File: src/logic/tbrw_pkg.sv
// Purpose: shared constants of the Type B request / wake-up responder
// Assumes: byte-wide receive and transmit frame ports from the RF modem
// Notes:   offsets are byte addresses on the plain register port
package tbrw_pkg;

    // ************************************************************
    // register map
    // ************************************************************
    localparam logic [7:0] ADDR_CFG = 8'h00;   // afi, fwi, speed bits
    localparam logic [7:0] ADDR_PUPI = 8'h04;  // card identifier
    localparam logic [7:0] ADDR_STATE = 8'h08; // tag state
    localparam logic [7:0] ADDR_STAT = 8'h0C;  // event counters

    // config field positions
    localparam int CFG_AFI_LSB = 0;
    localparam int CFG_FWI_LSB = 8;
    localparam int CFG_RF_LIMIT_BIT = 12;
    localparam int CFG_TBSPD_BIT = 13;

    // reset values
    localparam logic [7:0] AFI_RESET = 8'h00;
    localparam logic [3:0] FWI_RESET = 4'h0;
    localparam logic [31:0] PUPI_RESET = 32'h0000_0000;

    // ************************************************************
    // command and answer coding
    // ************************************************************
    localparam logic [7:0] CMD_REQ_WAKE = 8'h05;
    localparam int PARAM_WAKE_BIT = 3;
    localparam logic [2:0] CMD_LEN = 3'h5;
    localparam logic [7:0] ANS_CODE = 8'h50;
    localparam logic [7:0] PROTO1_FAST = 8'hB3;
    localparam logic [7:0] PROTO1_SLOW = 8'h80;
    localparam logic [3:0] MAX_FRAME_CODE = 4'h8;  // 256 bytes
    localparam logic [3:0] PROTO_TYPE = 4'h1;      // block protocol
    localparam logic [3:0] PROTO3_LOW = 4'h0;      // adc and option
    localparam logic [3:0] ANS_LAST_DATA = 4'hB;   // index of byte 11
    localparam logic [3:0] ANS_LAST = 4'hD;        // index of byte 13
    localparam logic [3:0] ANS_CRC_LO = 4'hC;

    // ************************************************************
    // crc of the Type B link
    // ************************************************************
    localparam logic [15:0] CRC_INIT = 16'hFFFF;
    localparam logic [15:0] CRC_POLY = 16'h8408;
    localparam logic [15:0] CRC_RESIDUE = 16'hF0B8;

    // tag state coding
    typedef enum logic [1:0] {
        TBRW_IDLE = 2'b00,
        TBRW_READY = 2'b01,
        TBRW_HALT = 2'b10
    } tbrw_state_t;

endpackage : tbrw_pkg

File: src/logic/tbrw_crc_if.sv
// Purpose: carrier between the responder and its crc engines
// Assumes: one clock, engine updates on the edge after en
// Notes:   clr wins over en
interface tbrw_crc_if;
    logic clr;          // reload the start value
    logic en;           // fold data in
    logic [7:0] data;   // byte to fold
    logic [15:0] crc;   // running remainder, not complemented

    modport eng (input clr, input en, input data, output crc);
    modport user (output clr, output en, output data, input crc);
endinterface : tbrw_crc_if

File: src/logic/tbrw_crc.sv
// Purpose: bytewise crc engine of the Type B link
// Assumes: data lsb first on the air, reflected polynomial
// Notes:   result is complemented by the user before sending
module tbrw_crc
    import tbrw_pkg::*;
(
    // clock and reset
    input wire logic clk_sys,
    input wire logic rst_n,
    // engine side of the carrier
    tbrw_crc_if.eng port
);

    // ************************************************************
    // one byte step, eight shifts unrolled by the loop
    // ************************************************************
    function automatic logic [15:0] crc_step(input logic [15:0] c,
                                             input logic [7:0] d);
        logic [15:0] r;
        r = c ^ {8'h00, d};
        for (int i = 0; i < 8; i++) begin
            r = r[0] ? ((r >> 1) ^ CRC_POLY) : (r >> 1);
        end
        return r;
    endfunction : crc_step

    logic [15:0] crc_reg; // running remainder

    // reload has priority so a new frame never inherits old state
    always_ff @(posedge clk_sys or negedge rst_n) begin
        if (!rst_n) begin
            crc_reg <= CRC_INIT;
        end else if (port.clr) begin
            crc_reg <= CRC_INIT;
        end else if (port.en) begin
            crc_reg <= crc_step(crc_reg, port.data);
        end
    end

    assign port.crc = crc_reg;

endmodule : tbrw_crc

File: src/logic/tbrw_responder.sv
// Purpose: tag-side handler of the Type B request and wake-up command
// Assumes: rx and tx byte ports come from modem logic on clk_sys
// Notes:   attribute command and higher layers live elsewhere
//
// The strobed register port and the address map were chosen for this implementation.
module tbrw_responder
    import tbrw_pkg::*;
(
    // clock and reset
    input wire logic clk_sys,
    input wire logic rst_n,
    // register port
    input wire logic [7:0] reg_addr,
    input wire logic [31:0] reg_wdata,
    input wire logic reg_wr,
    input wire logic reg_rd,
    output logic [31:0] reg_rdata,
    // receive frame from the modem
    input wire logic rx_valid,
    input wire logic [7:0] rx_data,
    input wire logic rx_last,
    // transmit frame to the modem
    output logic tx_valid,
    output logic [7:0] tx_data,
    output logic tx_last,
    input wire logic tx_ready,
    // tag state for neighbouring blocks
    output logic [1:0] tag_state
);

    // ************************************************************
    // configuration and state registers
    // ************************************************************
    logic [7:0] stored_afi_reg;          // stored family identifier
    logic [3:0] fwi_reg;                 // frame waiting time integer
    logic rf_speed_limit_bit_reg;        // 1 limits to 106 kbit/s
    logic type_b_speed_select_bit_reg;   // 1 enables faster rates
    logic [31:0] pupi_reg;               // identifier sent in answer
    tbrw_state_t state_reg;              // idle, ready or halted
    logic [7:0] ans_cnt_reg;             // answers sent
    logic [7:0] crc_err_cnt_reg;         // frames with bad crc
    logic [7:0] ign_cnt_reg;             // good frames left silent

    // ************************************************************
    // receive side bookkeeping
    // ************************************************************
    logic [2:0] rx_cnt_reg;              // bytes of current frame
    logic rx_ovf_reg;                    // frame longer than a command
    logic [7:0] cmd_reg;                 // command byte
    logic [7:0] afi_cmd_reg;             // requested family identifier
    logic [7:0] param_reg;               // parameter byte
    logic eval_reg;                      // frame ended last cycle

    // ************************************************************
    // transmit side bookkeeping
    // ************************************************************
    logic tx_busy_reg;                   // answer in flight
    logic tx_gap_reg;                    // one idle cycle before crc
    logic [3:0] tx_idx_reg;              // index of byte on tx_data
    logic tx_start;                      // launch an answer

    // crc carriers
    tbrw_crc_if rx_crc ();
    tbrw_crc_if tx_crc ();

    // ************************************************************
    // crc engines, one per direction
    // ************************************************************
    tbrw_crc u_rx_crc (
        .clk_sys(clk_sys),
        .rst_n(rst_n),
        .port(rx_crc.eng)
    );

    tbrw_crc u_tx_crc (
        .clk_sys(clk_sys),
        .rst_n(rst_n),
        .port(tx_crc.eng)
    );

    // ************************************************************
    // decode helpers
    // ************************************************************

    // family identifier filter against the stored value
    function automatic logic afi_match(input logic [7:0] req,
                                       input logic [7:0] mine);
        logic ok;
        if (req == 8'h00) begin
            ok = 1'b1;
        end else if (req[3:0] == 4'h0) begin
            ok = (req[7:4] == mine[7:4]);
        end else if (req[7:4] == 4'h0) begin
            ok = (req[3:0] == mine[3:0]);
        end else begin
            ok = (req == mine);
        end
        return ok;
    endfunction : afi_match

    // first protocol byte from the two speed bits
    function automatic logic [7:0] rate_byte(input logic limit,
                                             input logic fast);
        logic [7:0] b;
        if (limit) begin
            b = PROTO1_SLOW;
        end else if (fast) begin
            b = PROTO1_FAST;
        end else begin
            b = PROTO1_SLOW;
        end
        return b;
    endfunction : rate_byte

    // answer payload byte by index, crc bytes handled apart
    function automatic logic [7:0] ans_byte(input logic [3:0] idx,
                                            input logic [31:0] id,
                                            input logic [7:0] rate,
                                            input logic [3:0] fwi);
        logic [7:0] b;
        case (idx)
            4'h0: b = ANS_CODE;
            4'h1: b = id[31:24];
            4'h2: b = id[23:16];
            4'h3: b = id[15:8];
            4'h4: b = id[7:0];
            4'h9: b = rate;
            4'hA: b = {MAX_FRAME_CODE, PROTO_TYPE};
            4'hB: b = {fwi, PROTO3_LOW};
            default: b = 8'h00;
        endcase
        return b;
    endfunction : ans_byte

    // ************************************************************
    // frame decision
    // ************************************************************
    logic wake;        // wake-up variant
    logic crc_ok;      // residue check of the whole frame
    logic frame_ok;    // well formed command for this handler
    logic state_ok;    // variant allowed in current state
    logic answer;      // all conditions met

    // only bit 3 of the parameter matters; 7-5 and slots are dropped
    assign wake = param_reg[PARAM_WAKE_BIT];
    assign crc_ok = (rx_crc.crc == CRC_RESIDUE);
    assign frame_ok = !rx_ovf_reg && (rx_cnt_reg == CMD_LEN) &&
                      (cmd_reg == CMD_REQ_WAKE);
    // plain request is dropped while halted
    assign state_ok = wake || (state_reg != TBRW_HALT);
    assign answer = eval_reg && frame_ok && crc_ok && state_ok &&
                    afi_match(afi_cmd_reg, stored_afi_reg) &&
                    !tx_busy_reg;
    // answer starts at once; slot code never delays it
    assign tx_start = answer;

    // ************************************************************
    // crc carrier drive
    // ************************************************************
    assign rx_crc.clr = eval_reg;
    assign rx_crc.en = rx_valid && !eval_reg;
    assign rx_crc.data = rx_data;

    // tx crc covers the twelve payload bytes only
    assign tx_crc.clr = tx_start;
    assign tx_crc.en = tx_valid && tx_ready &&
                       (tx_idx_reg <= ANS_LAST_DATA);
    assign tx_crc.data = tx_data;

    // ************************************************************
    // receive byte capture
    // ************************************************************
    // the counter saturates so long frames are simply refused
    always_ff @(posedge clk_sys or negedge rst_n) begin
        if (!rst_n) begin
            rx_cnt_reg <= 3'h0;
            rx_ovf_reg <= 1'b0;
            cmd_reg <= 8'h00;
            afi_cmd_reg <= 8'h00;
            param_reg <= 8'h00;
        end else if (eval_reg) begin
            // decision taken, ready for the next frame
            rx_cnt_reg <= 3'h0;
            rx_ovf_reg <= 1'b0;
        end else if (rx_valid) begin
            case (rx_cnt_reg)
                3'h0: cmd_reg <= rx_data;
                3'h1: afi_cmd_reg <= rx_data;
                3'h2: param_reg <= rx_data;
                default: ;
            endcase
            if (rx_cnt_reg == CMD_LEN) begin
                rx_ovf_reg <= 1'b1;
            end else begin
                rx_cnt_reg <= rx_cnt_reg + 3'h1;
            end
        end
    end

    // decide one cycle after the last byte, once crc has settled
    always_ff @(posedge clk_sys or negedge rst_n) begin
        if (!rst_n) begin
            eval_reg <= 1'b0;
        end else begin
            eval_reg <= rx_valid && rx_last && !eval_reg;
        end
    end

    // ************************************************************
    // answer transmitter
    // ************************************************************
    // a bubble before the crc lets the remainder take byte 11 first
    always_ff @(posedge clk_sys or negedge rst_n) begin
        if (!rst_n) begin
            tx_busy_reg <= 1'b0;
            tx_gap_reg <= 1'b0;
            tx_idx_reg <= 4'h0;
            tx_valid <= 1'b0;
            tx_data <= 8'h00;
            tx_last <= 1'b0;
        end else if (tx_start) begin
            tx_busy_reg <= 1'b1;
            tx_idx_reg <= 4'h0;
            tx_valid <= 1'b1;
            tx_data <= ANS_CODE;
            tx_last <= 1'b0;
        end else if (tx_gap_reg) begin
            // remainder now final: send its complement, low byte first
            tx_gap_reg <= 1'b0;
            tx_valid <= 1'b1;
            tx_data <= ~tx_crc.crc[7:0];
        end else if (tx_valid && tx_ready) begin
            if (tx_idx_reg == ANS_LAST) begin
                tx_busy_reg <= 1'b0;
                tx_valid <= 1'b0;
                tx_last <= 1'b0;
            end else if (tx_idx_reg == ANS_LAST_DATA) begin
                tx_idx_reg <= ANS_CRC_LO;
                tx_valid <= 1'b0;
                tx_gap_reg <= 1'b1;
            end else if (tx_idx_reg == ANS_CRC_LO) begin
                tx_idx_reg <= ANS_LAST;
                tx_data <= ~tx_crc.crc[15:8];
                tx_last <= 1'b1;
            end else begin
                tx_idx_reg <= tx_idx_reg + 4'h1;
                tx_data <= ans_byte(tx_idx_reg + 4'h1, pupi_reg,
                                    rate_byte(rf_speed_limit_bit_reg,
                                        type_b_speed_select_bit_reg),
                                    fwi_reg);
            end
        end
    end

    // ************************************************************
    // tag state
    // ************************************************************
    // answering declares the tag; software may move it elsewhere
    always_ff @(posedge clk_sys or negedge rst_n) begin
        if (!rst_n) begin
            state_reg <= TBRW_IDLE;
        end else if (answer) begin
            // wake-up is taken from halt as well as idle
            state_reg <= TBRW_READY;
        end else if (reg_wr && reg_addr == ADDR_STATE) begin
            case (reg_wdata[1:0])
                2'b00: state_reg <= TBRW_IDLE;
                2'b01: state_reg <= TBRW_READY;
                2'b10: state_reg <= TBRW_HALT;
                default: state_reg <= state_reg;
            endcase
        end
    end

    always_ff @(posedge clk_sys or negedge rst_n) begin
        if (!rst_n) begin
            tag_state <= TBRW_IDLE;
        end else begin
            tag_state <= state_reg;
        end
    end

    // ************************************************************
    // configuration writes
    // ************************************************************
    always_ff @(posedge clk_sys or negedge rst_n) begin
        if (!rst_n) begin
            stored_afi_reg <= AFI_RESET;
            fwi_reg <= FWI_RESET;
            rf_speed_limit_bit_reg <= 1'b0;
            type_b_speed_select_bit_reg <= 1'b0;
            pupi_reg <= PUPI_RESET;
        end else if (reg_wr) begin
            if (reg_addr == ADDR_CFG) begin
                stored_afi_reg <= reg_wdata[CFG_AFI_LSB +: 8];
                fwi_reg <= reg_wdata[CFG_FWI_LSB +: 4];
                rf_speed_limit_bit_reg <= reg_wdata[CFG_RF_LIMIT_BIT];
                type_b_speed_select_bit_reg <= reg_wdata[CFG_TBSPD_BIT];
            end else if (reg_addr == ADDR_PUPI) begin
                pupi_reg <= reg_wdata;
            end
        end
    end

    // ************************************************************
    // event counters, wrap silently; a write to ADDR_STAT clears all three
    // ************************************************************
    always_ff @(posedge clk_sys or negedge rst_n) begin
        if (!rst_n) begin
            ans_cnt_reg <= 8'h00;
            crc_err_cnt_reg <= 8'h00;
            ign_cnt_reg <= 8'h00;
        end else if (reg_wr && reg_addr == ADDR_STAT) begin
            ans_cnt_reg <= 8'h00;
            crc_err_cnt_reg <= 8'h00;
            ign_cnt_reg <= 8'h00;
        end else if (eval_reg) begin
            if (answer) begin
                ans_cnt_reg <= ans_cnt_reg + 8'h01;
            end else if (!crc_ok) begin
                crc_err_cnt_reg <= crc_err_cnt_reg + 8'h01;
            end else begin
                ign_cnt_reg <= ign_cnt_reg + 8'h01;
            end
        end
    end

    // ************************************************************
    // register read, data stands one cycle after the strobe
    // ************************************************************
    always_ff @(posedge clk_sys or negedge rst_n) begin
        if (!rst_n) begin
            reg_rdata <= 32'h0000_0000;
        end else if (reg_rd) begin
            case (reg_addr)
                ADDR_CFG: reg_rdata <= {18'h00000,
                    type_b_speed_select_bit_reg, rf_speed_limit_bit_reg,
                    fwi_reg, stored_afi_reg};
                ADDR_PUPI: reg_rdata <= pupi_reg;
                ADDR_STATE: reg_rdata <= {29'h00000000, tx_busy_reg,
                                          state_reg};
                ADDR_STAT: reg_rdata <= {8'h00, ign_cnt_reg,
                                         crc_err_cnt_reg, ans_cnt_reg};
                default: reg_rdata <= 32'h0000_0000;
            endcase
        end else begin
            reg_rdata <= 32'h0000_0000;
        end
    end

endmodule : tbrw_responder

File: config.mk
export PLATFORM = sky130hd
export DESIGN_NAME = tbrw_responder
export DESIGN_NICKNAME = d
export VERILOG_FILES = /design/src/logic/tbrw_pkg.sv /design/src/logic/tbrw_crc_if.sv /design/src/logic/tbrw_crc.sv /design/src/logic/tbrw_responder.sv
export SDC_FILE = /design/constraint.sdc
export NUM_CORES = 1
export LEC_CHECK = 0
export ABC_CLOCK_PERIOD_IN_PS = 3900
export BUFFER_PORTS_ARGS = -buffer_cell sky130_fd_sc_hd__buf_4
export CORE_MARGIN = 5
export CORE_UTILIZATION = 29
export DETAILED_ROUTE_END_ITERATION = 7
export GPL_ROUTABILITY_DRIVEN = 0
export GPL_TIMING_DRIVEN = 0
export PLACE_DENSITY = 0.55
export SETUP_SLACK_MARGIN = 0.2
export SLEW_MARGIN = 20
export SYNTH_ARGS = -nofsm -noshare
export SYNTH_HDL_FRONTEND = slang
export SYNTH_HIERARCHICAL = 1
export SYNTH_SLANG_ARGS = --single-unit
File: constraint.sdc
create_clock -name clk_sys -period 3.9 [get_ports clk_sys]
set_clock_uncertainty 0.05 [all_clocks]
set_input_delay 0.78 -clock clk_sys [delete_from_list [all_inputs] [get_ports clk_sys]]
set_output_delay 0.78 -clock clk_sys [all_outputs]
set_load 0.005 [all_outputs]
## Word level (Yosys, flattened, before mapping)

Cells that the tools add are included.

| word-level totals | value |
|---|---|
| register bits after elaboration | 179 |
| bits in latches | 0 |
| memory bits (writable) | 0 |
| bits in read-only memories | 0 |
| input bits | 55 |
| output and inout port bits | 44 |
| memories kept | 0 |

| operators by class | value |
|---|---|
| add/subtract/negate cells | 5 |
| $mul | 0 |
| div/mod/pow operators | 0 |
| order comparisons | 1 |
| equality and inequality tests | 32 |
| shift-type cells | 0 |
| multiplexer cells | 79 |
| bitwise operators | 22 |
| reduce and logical (&&, ||, !) cells | 55 |

Operators by type and width:

| kind | number |
|---|---|
| 16-bit 2-to-1 mux | 20 |
| 8-bit 2-to-1 mux | 17 |
| 32-bit one-hot mux with 4 select lines | 1 |
| 8-bit one-hot mux with 8 select lines | 1 |
| 2-bit inverter with 3-bit output | 16 |
| 32-bit 2-to-1 mux | 1 |
| 16-bit by 8-bit bitwise XOR with 16-bit output | 2 |
| 3-bit AND reduction | 9 |
| 1-bit 2-to-1 mux | 25 |
| 8-bit by 1-bit adder with 8-bit output (second input constant) | 3 |
| 4-bit equality test (second input constant) | 6 |
| 4-bit 2-to-1 mux | 6 |
| 2-bit nonzero test | 10 |
| 16-bit equality test (second input constant) | 1 |
| 8-bit by 3-bit equality test with 1-bit output (second input constant) | 2 |
| 8-bit by 4-bit equality test with 1-bit output (second input constant) | 2 |
| 8-bit logical NOT | 2 |
| 8-bit inverter | 2 |
| 1-bit logical AND | 14 |
| 4-bit logical NOT | 3 |
| 6-bit 2-to-1 mux | 2 |
| 2-bit AND reduction | 6 |
| 3-bit 2-to-1 mux | 3 |
| 3-bit inequality test (second input constant) | 3 |
| 25 further kinds | 37 |

## Depth between registers and ports, before layout

| logic depth | value |
|---|---|
| depth in word-level cells | 19 |
| gate-level depth with buffers | 12 |
| mapped depth without buffers | 9 |

## Cells and area by module

The synthesis kept the hierarchy.

Modules (own cells, without submodules):

| module | times used | cells an instance | area an instance (µm²) |
|---|---|---|---|
| tbrw_responder | 1 | 649 | 7014.2 |
| tbrw_crc | 2 | 80 | 1026.0 |

## Worst setup path after synthesis

OpenSTA, ideal clock, no wires.

| timing path | value |
|---|---|
| path type | flip-flop to flip-flop |
| start point | register cmd_reg[4] |
| end point | register u_tx_crc.crc_reg[0] (netlist: u_tx_crc/port.crc[0]) |
| data arrival time | 2.735 ns |
| required time | 3.771 ns |
| slack | 1.036 ns |
| stages on the path, launching flop included | 11 |
| path buffers | 3 |
| clock period less this slack | 2.864 ns |
| cell sequence | dfrtp_1 or4_1 or4_4 nor4_4 nand2_1 inv_2 clkbuf_1 clkbuf_1 clkbuf_1 a21oi_1 o21ai_0 |

| between the ends | value |
|---|---|
| longest elaborated chain between the ends | 8 |
| elaborated cells on any way between the ends | 9 |

Ends and longest elaborated chain:

| item | RTL line | text |
|---|---|---|
| from (decl) | tbrw_responder.sv:49 | `logic [7:0] cmd_reg;` |
| from (signal assigned) | tbrw_responder.sv:187 | `3'h0: cmd_reg <= rx_data;` |
| 8-bit by 3-bit equality test with 1-bit output (*) | tbrw_responder.sv:148 | `(cmd_reg == CMD_REQ_WAKE);` |
| 1-bit logical AND (*) | tbrw_responder.sv:147 | `assign frame_ok = !rx_ovf_reg && (rx_cnt_reg == CMD_LEN) &&` |
| 1-bit logical AND (*) (4 in series) | tbrw_responder.sv:151 | `assign answer = eval_reg && frame_ok && crc_ok && state_ok &&` |
| 1-bit logical AND (*) | tbrw_responder.sv:152 | `afi_match(afi_cmd_reg, stored_afi_reg) &&` |
| net answer | tbrw_responder.sv:142 | `logic answer;` |
| 16-bit 2-to-1 mux / 2-bit nonzero test (equally long branches) | - |  |
| to (signal assigned) | tbrw_crc.sv:36 | `crc_reg <= crc_step(crc_reg, port.data);` |
| to (decl) | tbrw_crc.sv:27 | `logic [15:0] crc_reg;` |

The timed path passes the listed nets; every way through them passes the cells marked *.
A chain may end at the register's enable or synchronous reset.

## Worst setup path in the final report

| timing path | value |
|---|---|
| start point | register u_rx_crc.crc_reg[7] (netlist: u_rx_crc/port.crc[7]) |
| end point | register u_tx_crc.crc_reg[7] (netlist: u_tx_crc/port.crc[7]) |

| between the ends | value |
|---|---|
| longest elaborated chain between the ends | 6 |
| elaborated cells on any way between the ends | 7 |

Ends and longest elaborated chain:

| item | RTL line | text |
|---|---|---|
| from (decl) | tbrw_crc.sv:27 |  |
| from (signal assigned) | tbrw_crc.sv:36 |  |
| 16-bit equality test (*) | tbrw_responder.sv:146 | `assign crc_ok = (rx_crc.crc == CRC_RESIDUE);` |
| 1-bit logical AND (*) (3 in series) | tbrw_responder.sv:151 |  |
| 1-bit logical AND (*) | tbrw_responder.sv:152 |  |
| 16-bit 2-to-1 mux / 2-bit nonzero test (equally long branches) | - |  |

Every way passes the cells marked *; elsewhere a longest branch is shown, timed or not.

==> metrics.md <==
| Metric | Value |
|---|---|
| Vias in the first global route | approximately 7000 |
| M3 GR Usage | 2.26% |
| Sequential area share after synthesis | between 40% and 50% |
| Total power | ~7200 uW |
| Worst-path maximum fanout | 17 |
| Syn Area/Cell | approximately 11 sq um |
| Rel. slew slack | 29.3% |
| Total track usage | around 14% |
| Ys async rst share | 100% |
| DRC | 0 |
| Fin. max-slew vios | 0 |
| Synth top area share | ~40% |
| Crit path kind | reg -> reg |
| Worst r2r path cells | 9 |
| Critical path endpoint category | register |
| Peak supply drop | 0.000297 V |
| Largest area contributor in the netlist | dfrtp_1 |
| Clock buffer count from CTS | 17 |
| Clock sinks | around 180 |
| Initial antenna violation count | 0 |
| Routed vias | ~6600 |
| Worst path buffer plus inverter count | 3 |
| Max stage delay cell, worst path | nor4_2 |
| Clk buf depth | 2 |
| Remaining antenna violation count | 0 |
| Count of cell types in the netlist | 74 |
| Power per cell area | approximately 650 nW/um^2 |
| Final Util | a little over a third |
| Sum Neg Setup Slack | 0 ns |
| Fin area | 11000 sq um |
| Syn nets | between 800 and 900 |
| Worst-Skew Late Latency | about 0.43 ns |
| Die footprint | roughly 35000 sq um |
| Critical path's largest stage delay | slightly above 0.6 ns |
| Clock slew at reported path FFs | 0.07 ns |
| Required time of the critical path | about 4.2 ns |
| RSZ-0062 raised after global routing | no |
| Reg-to-reg critical path endpoint | u_tx_crc/port.crc[7]$_DFFE_PN1P_ |
| Hold WC Path Type | in -> async |
| Fmax | 0.303 GHz |
| Row Count | 64 |
| Top_reg_cell synth | dfrtp_1 |
| Vias per cell | around 5.0 |
| CTS tree | built |
| Die W | roughly 190 um |
| 1st-pass router iterations | 5 |
| Met2 GRT Util | 23.1% |
| ANT cells | 0 |
| R2r setup slk | 0.60 ns |
| Initial core utilization | between 20 and 30% |
| Post-synth top cells | dfrtp_1 (144), nor2_1 (72), mux2_2 (64) |
| Worst EP arrival | 3.59 ns |
| Max Cap Viol | 0 |
| Routed WL per cell | approximately 18 um |
| Number of synthesized register bits | ~180 |
| Vert. Die Dim | 187 um |
| Number of flops mapped to enable cells by yosys | 0 |
| Worst-path cell chain | or4b_1 -> nor4_2 -> and2_1 -> nand2_1 -> inv_2 -> clkbuf_1 -> clkbuf_2 -> a21oi_1 -> o21ai_0 |
| Mapped Cells | about 800 |
| Cell area after synthesis | slightly above 9000 sq um |
| Dpl cell area | around 10000 sq um |
| Least-Margin Pin Slew | roughly 1.1 ns |
| CP startpoint kind | register |
| Final HPWL DP | around 18000 um |
| Final Hold Vio Count | 0 |
| P_leak | between 0.004 and 0.005 uW |
| Iter 0 DRT Violations | between 500 and 600 |
| Ports | a little under 100 |
| Grt peak-use layer | met2 |
| Tcrit/Tclk final | approximately 85% |
| Root buf cell | clkbuf_16 |
| Top delay family on crit path | simple AND/OR/NAND/NOR gates |
| R2R Path Start | u_rx_crc/port.crc[7]$_DFFE_PN1P_ |
| Layout Nets | 993 |
| Min Tclk post-route | between 3 and 4 ns |
| Global-route wire length before repair | ~40000 um |
| GR met1 Demand/Resource | roughly a fifth |
| GRT Residual Overflow | 0 |
| Status | finished, final reports clean |
| PortBufs | approximately 100 |
| H-tree depth | 4 |
| Most frequent cell after synthesis | dfrtp_1 |
| Setup-failing EPs final | 0 |
| Area contributors post-synth | dfrtp_1 (40%), dfstp_2 (9.3%), mux2_2 (7.9%) |
| Hold_buf cts | 0 |
| Area of the core | between 30000 and 40000 sq um |
| Yosys warns | 6 |
| DRT Wirelength | ~25000 um |
| Synthesis-to-layout area growth | 21.1% |
| Largest net degree at the start of global routing | 93 |
| Layout cell share with drive strength beyond 1 | a little over a quarter |
cell families after synthesis:
family	after synthesis	share of synthesized area, %
simple gates	254	14.6
flops	176	49.0
compound gates	151	10.9
mux	92	11.5
xor+xnor	74	10.4
buf+inv	51	2.14
fa+ha+maj	11	1.52
through the flow:
step / cells / setup slack [ns] / hold WS (ns)
finish: 1336 / 0.603 / 0.0979
global route: 1336 / 0.406 / 0.0789
CTS: 1337 / 0.208 / 0.0765
detailed placement: 1305 / -0.177 / 0.446
global placement: 1303 / -0.109 / 0.434
floorplan: 809 / 1.04 / 0.332
worst max-delay path by stage:
stage,start,endpoint,slack (ns),depth (start not counted)
finish,u_rx_crc/port.crc[7]$_DFFE_PN1P_,u_tx_crc/port.crc[7]$_DFFE_PN1P_,0.60,9
global route,u_rx_crc/port.crc[7]$_DFFE_PN1P_,u_tx_crc/port.crc[1]$_DFFE_PN1P_,0.41,9
CTS,u_rx_crc/port.crc[7]$_DFFE_PN1P_,u_tx_crc/port.crc[1]$_DFFE_PN1P_,0.21,10
detailed placement,u_rx_crc/port.crc[7]$_DFFE_PN1P_,u_tx_crc/port.crc[1]$_DFFE_PN1P_,-0.18,10
global placement,u_rx_crc/port.crc[7]$_DFFE_PN1P_,u_tx_crc/port.crc[7]$_DFFE_PN1P_,-0.11,10
floorplan,cmd_reg[4]$_DFFE_PN0P_,u_tx_crc/port.crc[0]$_DFFE_PN1P_,1.04,10
where the power goes:
group / switching [uW] / internal [uW] / total [uW]
registers: 484 / 2350 / 2830
logic: 1150 / 1410 / 2560
clock network: 799 / 987 / 1790
total: 2430 / 4750 / 7180
repair_timing:
item                                    in CTS  in global routing
endpoints found under the setup margin      14                 10
buffers inserted                             0                  0
pin swaps                                    0                  0
gates resized for setup                      2                  0
routing by layer:
metal	routed length [um]	part of all wire [%]	vias to the layer above
li1	-	-	3152
met1	11400	47	3311
met2	11800	48	134
met3	938	3.8	24
met4	427	1.7	0
met5	0	0	-
cells in the final DEF (no fill, tap or decap), types with 4 or more instances in the layout:
cell / Yosys / layout
inv_1: 8 / 8
xnor3_1: 16 / 16
inv_6: 0 / 5
nor3_1: 23 / 23
o21ai_0: 28 / 28
nor2_1: 72 / 72
dfrtp_1: 144 / 144
nand3_1: 13 / 13
or3_1: 6 / 6
and2_1: 17 / 17
nand2_1: 52 / 52
nand4_1: 8 / 8
xnor2_1: 36 / 36
clkbuf_16: 0 / 17
mux2i_1: 24 / 24
a211oi_1: 7 / 7
and3_1: 4 / 4
ha_1: 11 / 11
mux2_2: 64 / 64
a222oi_1: 6 / 6
a21oi_1: 56 / 56
clkbuf_1: 30 / 28
nor4_1: 6 / 5
xnor2_2: 4 / 4
buf_4: 0 / 97
buf_1: 8 / 8
xor2_1: 14 / 14
nor2b_1: 23 / 23
dfstp_2: 32 / 32
a211o_1: 17 / 17
nand3b_1: 4 / 4
cell type report:
cell class	instances	area, sq um
multi-input cells	582	4440
flip-flops and latches	176	4440
fillers	3149	19800
plain buffers	39	150
clock buffers	18	439
clock inverters	14	168
inverters	11	41.3
repair buffers	100	798
well taps	396	495
(Power assumes the default switching activity.)
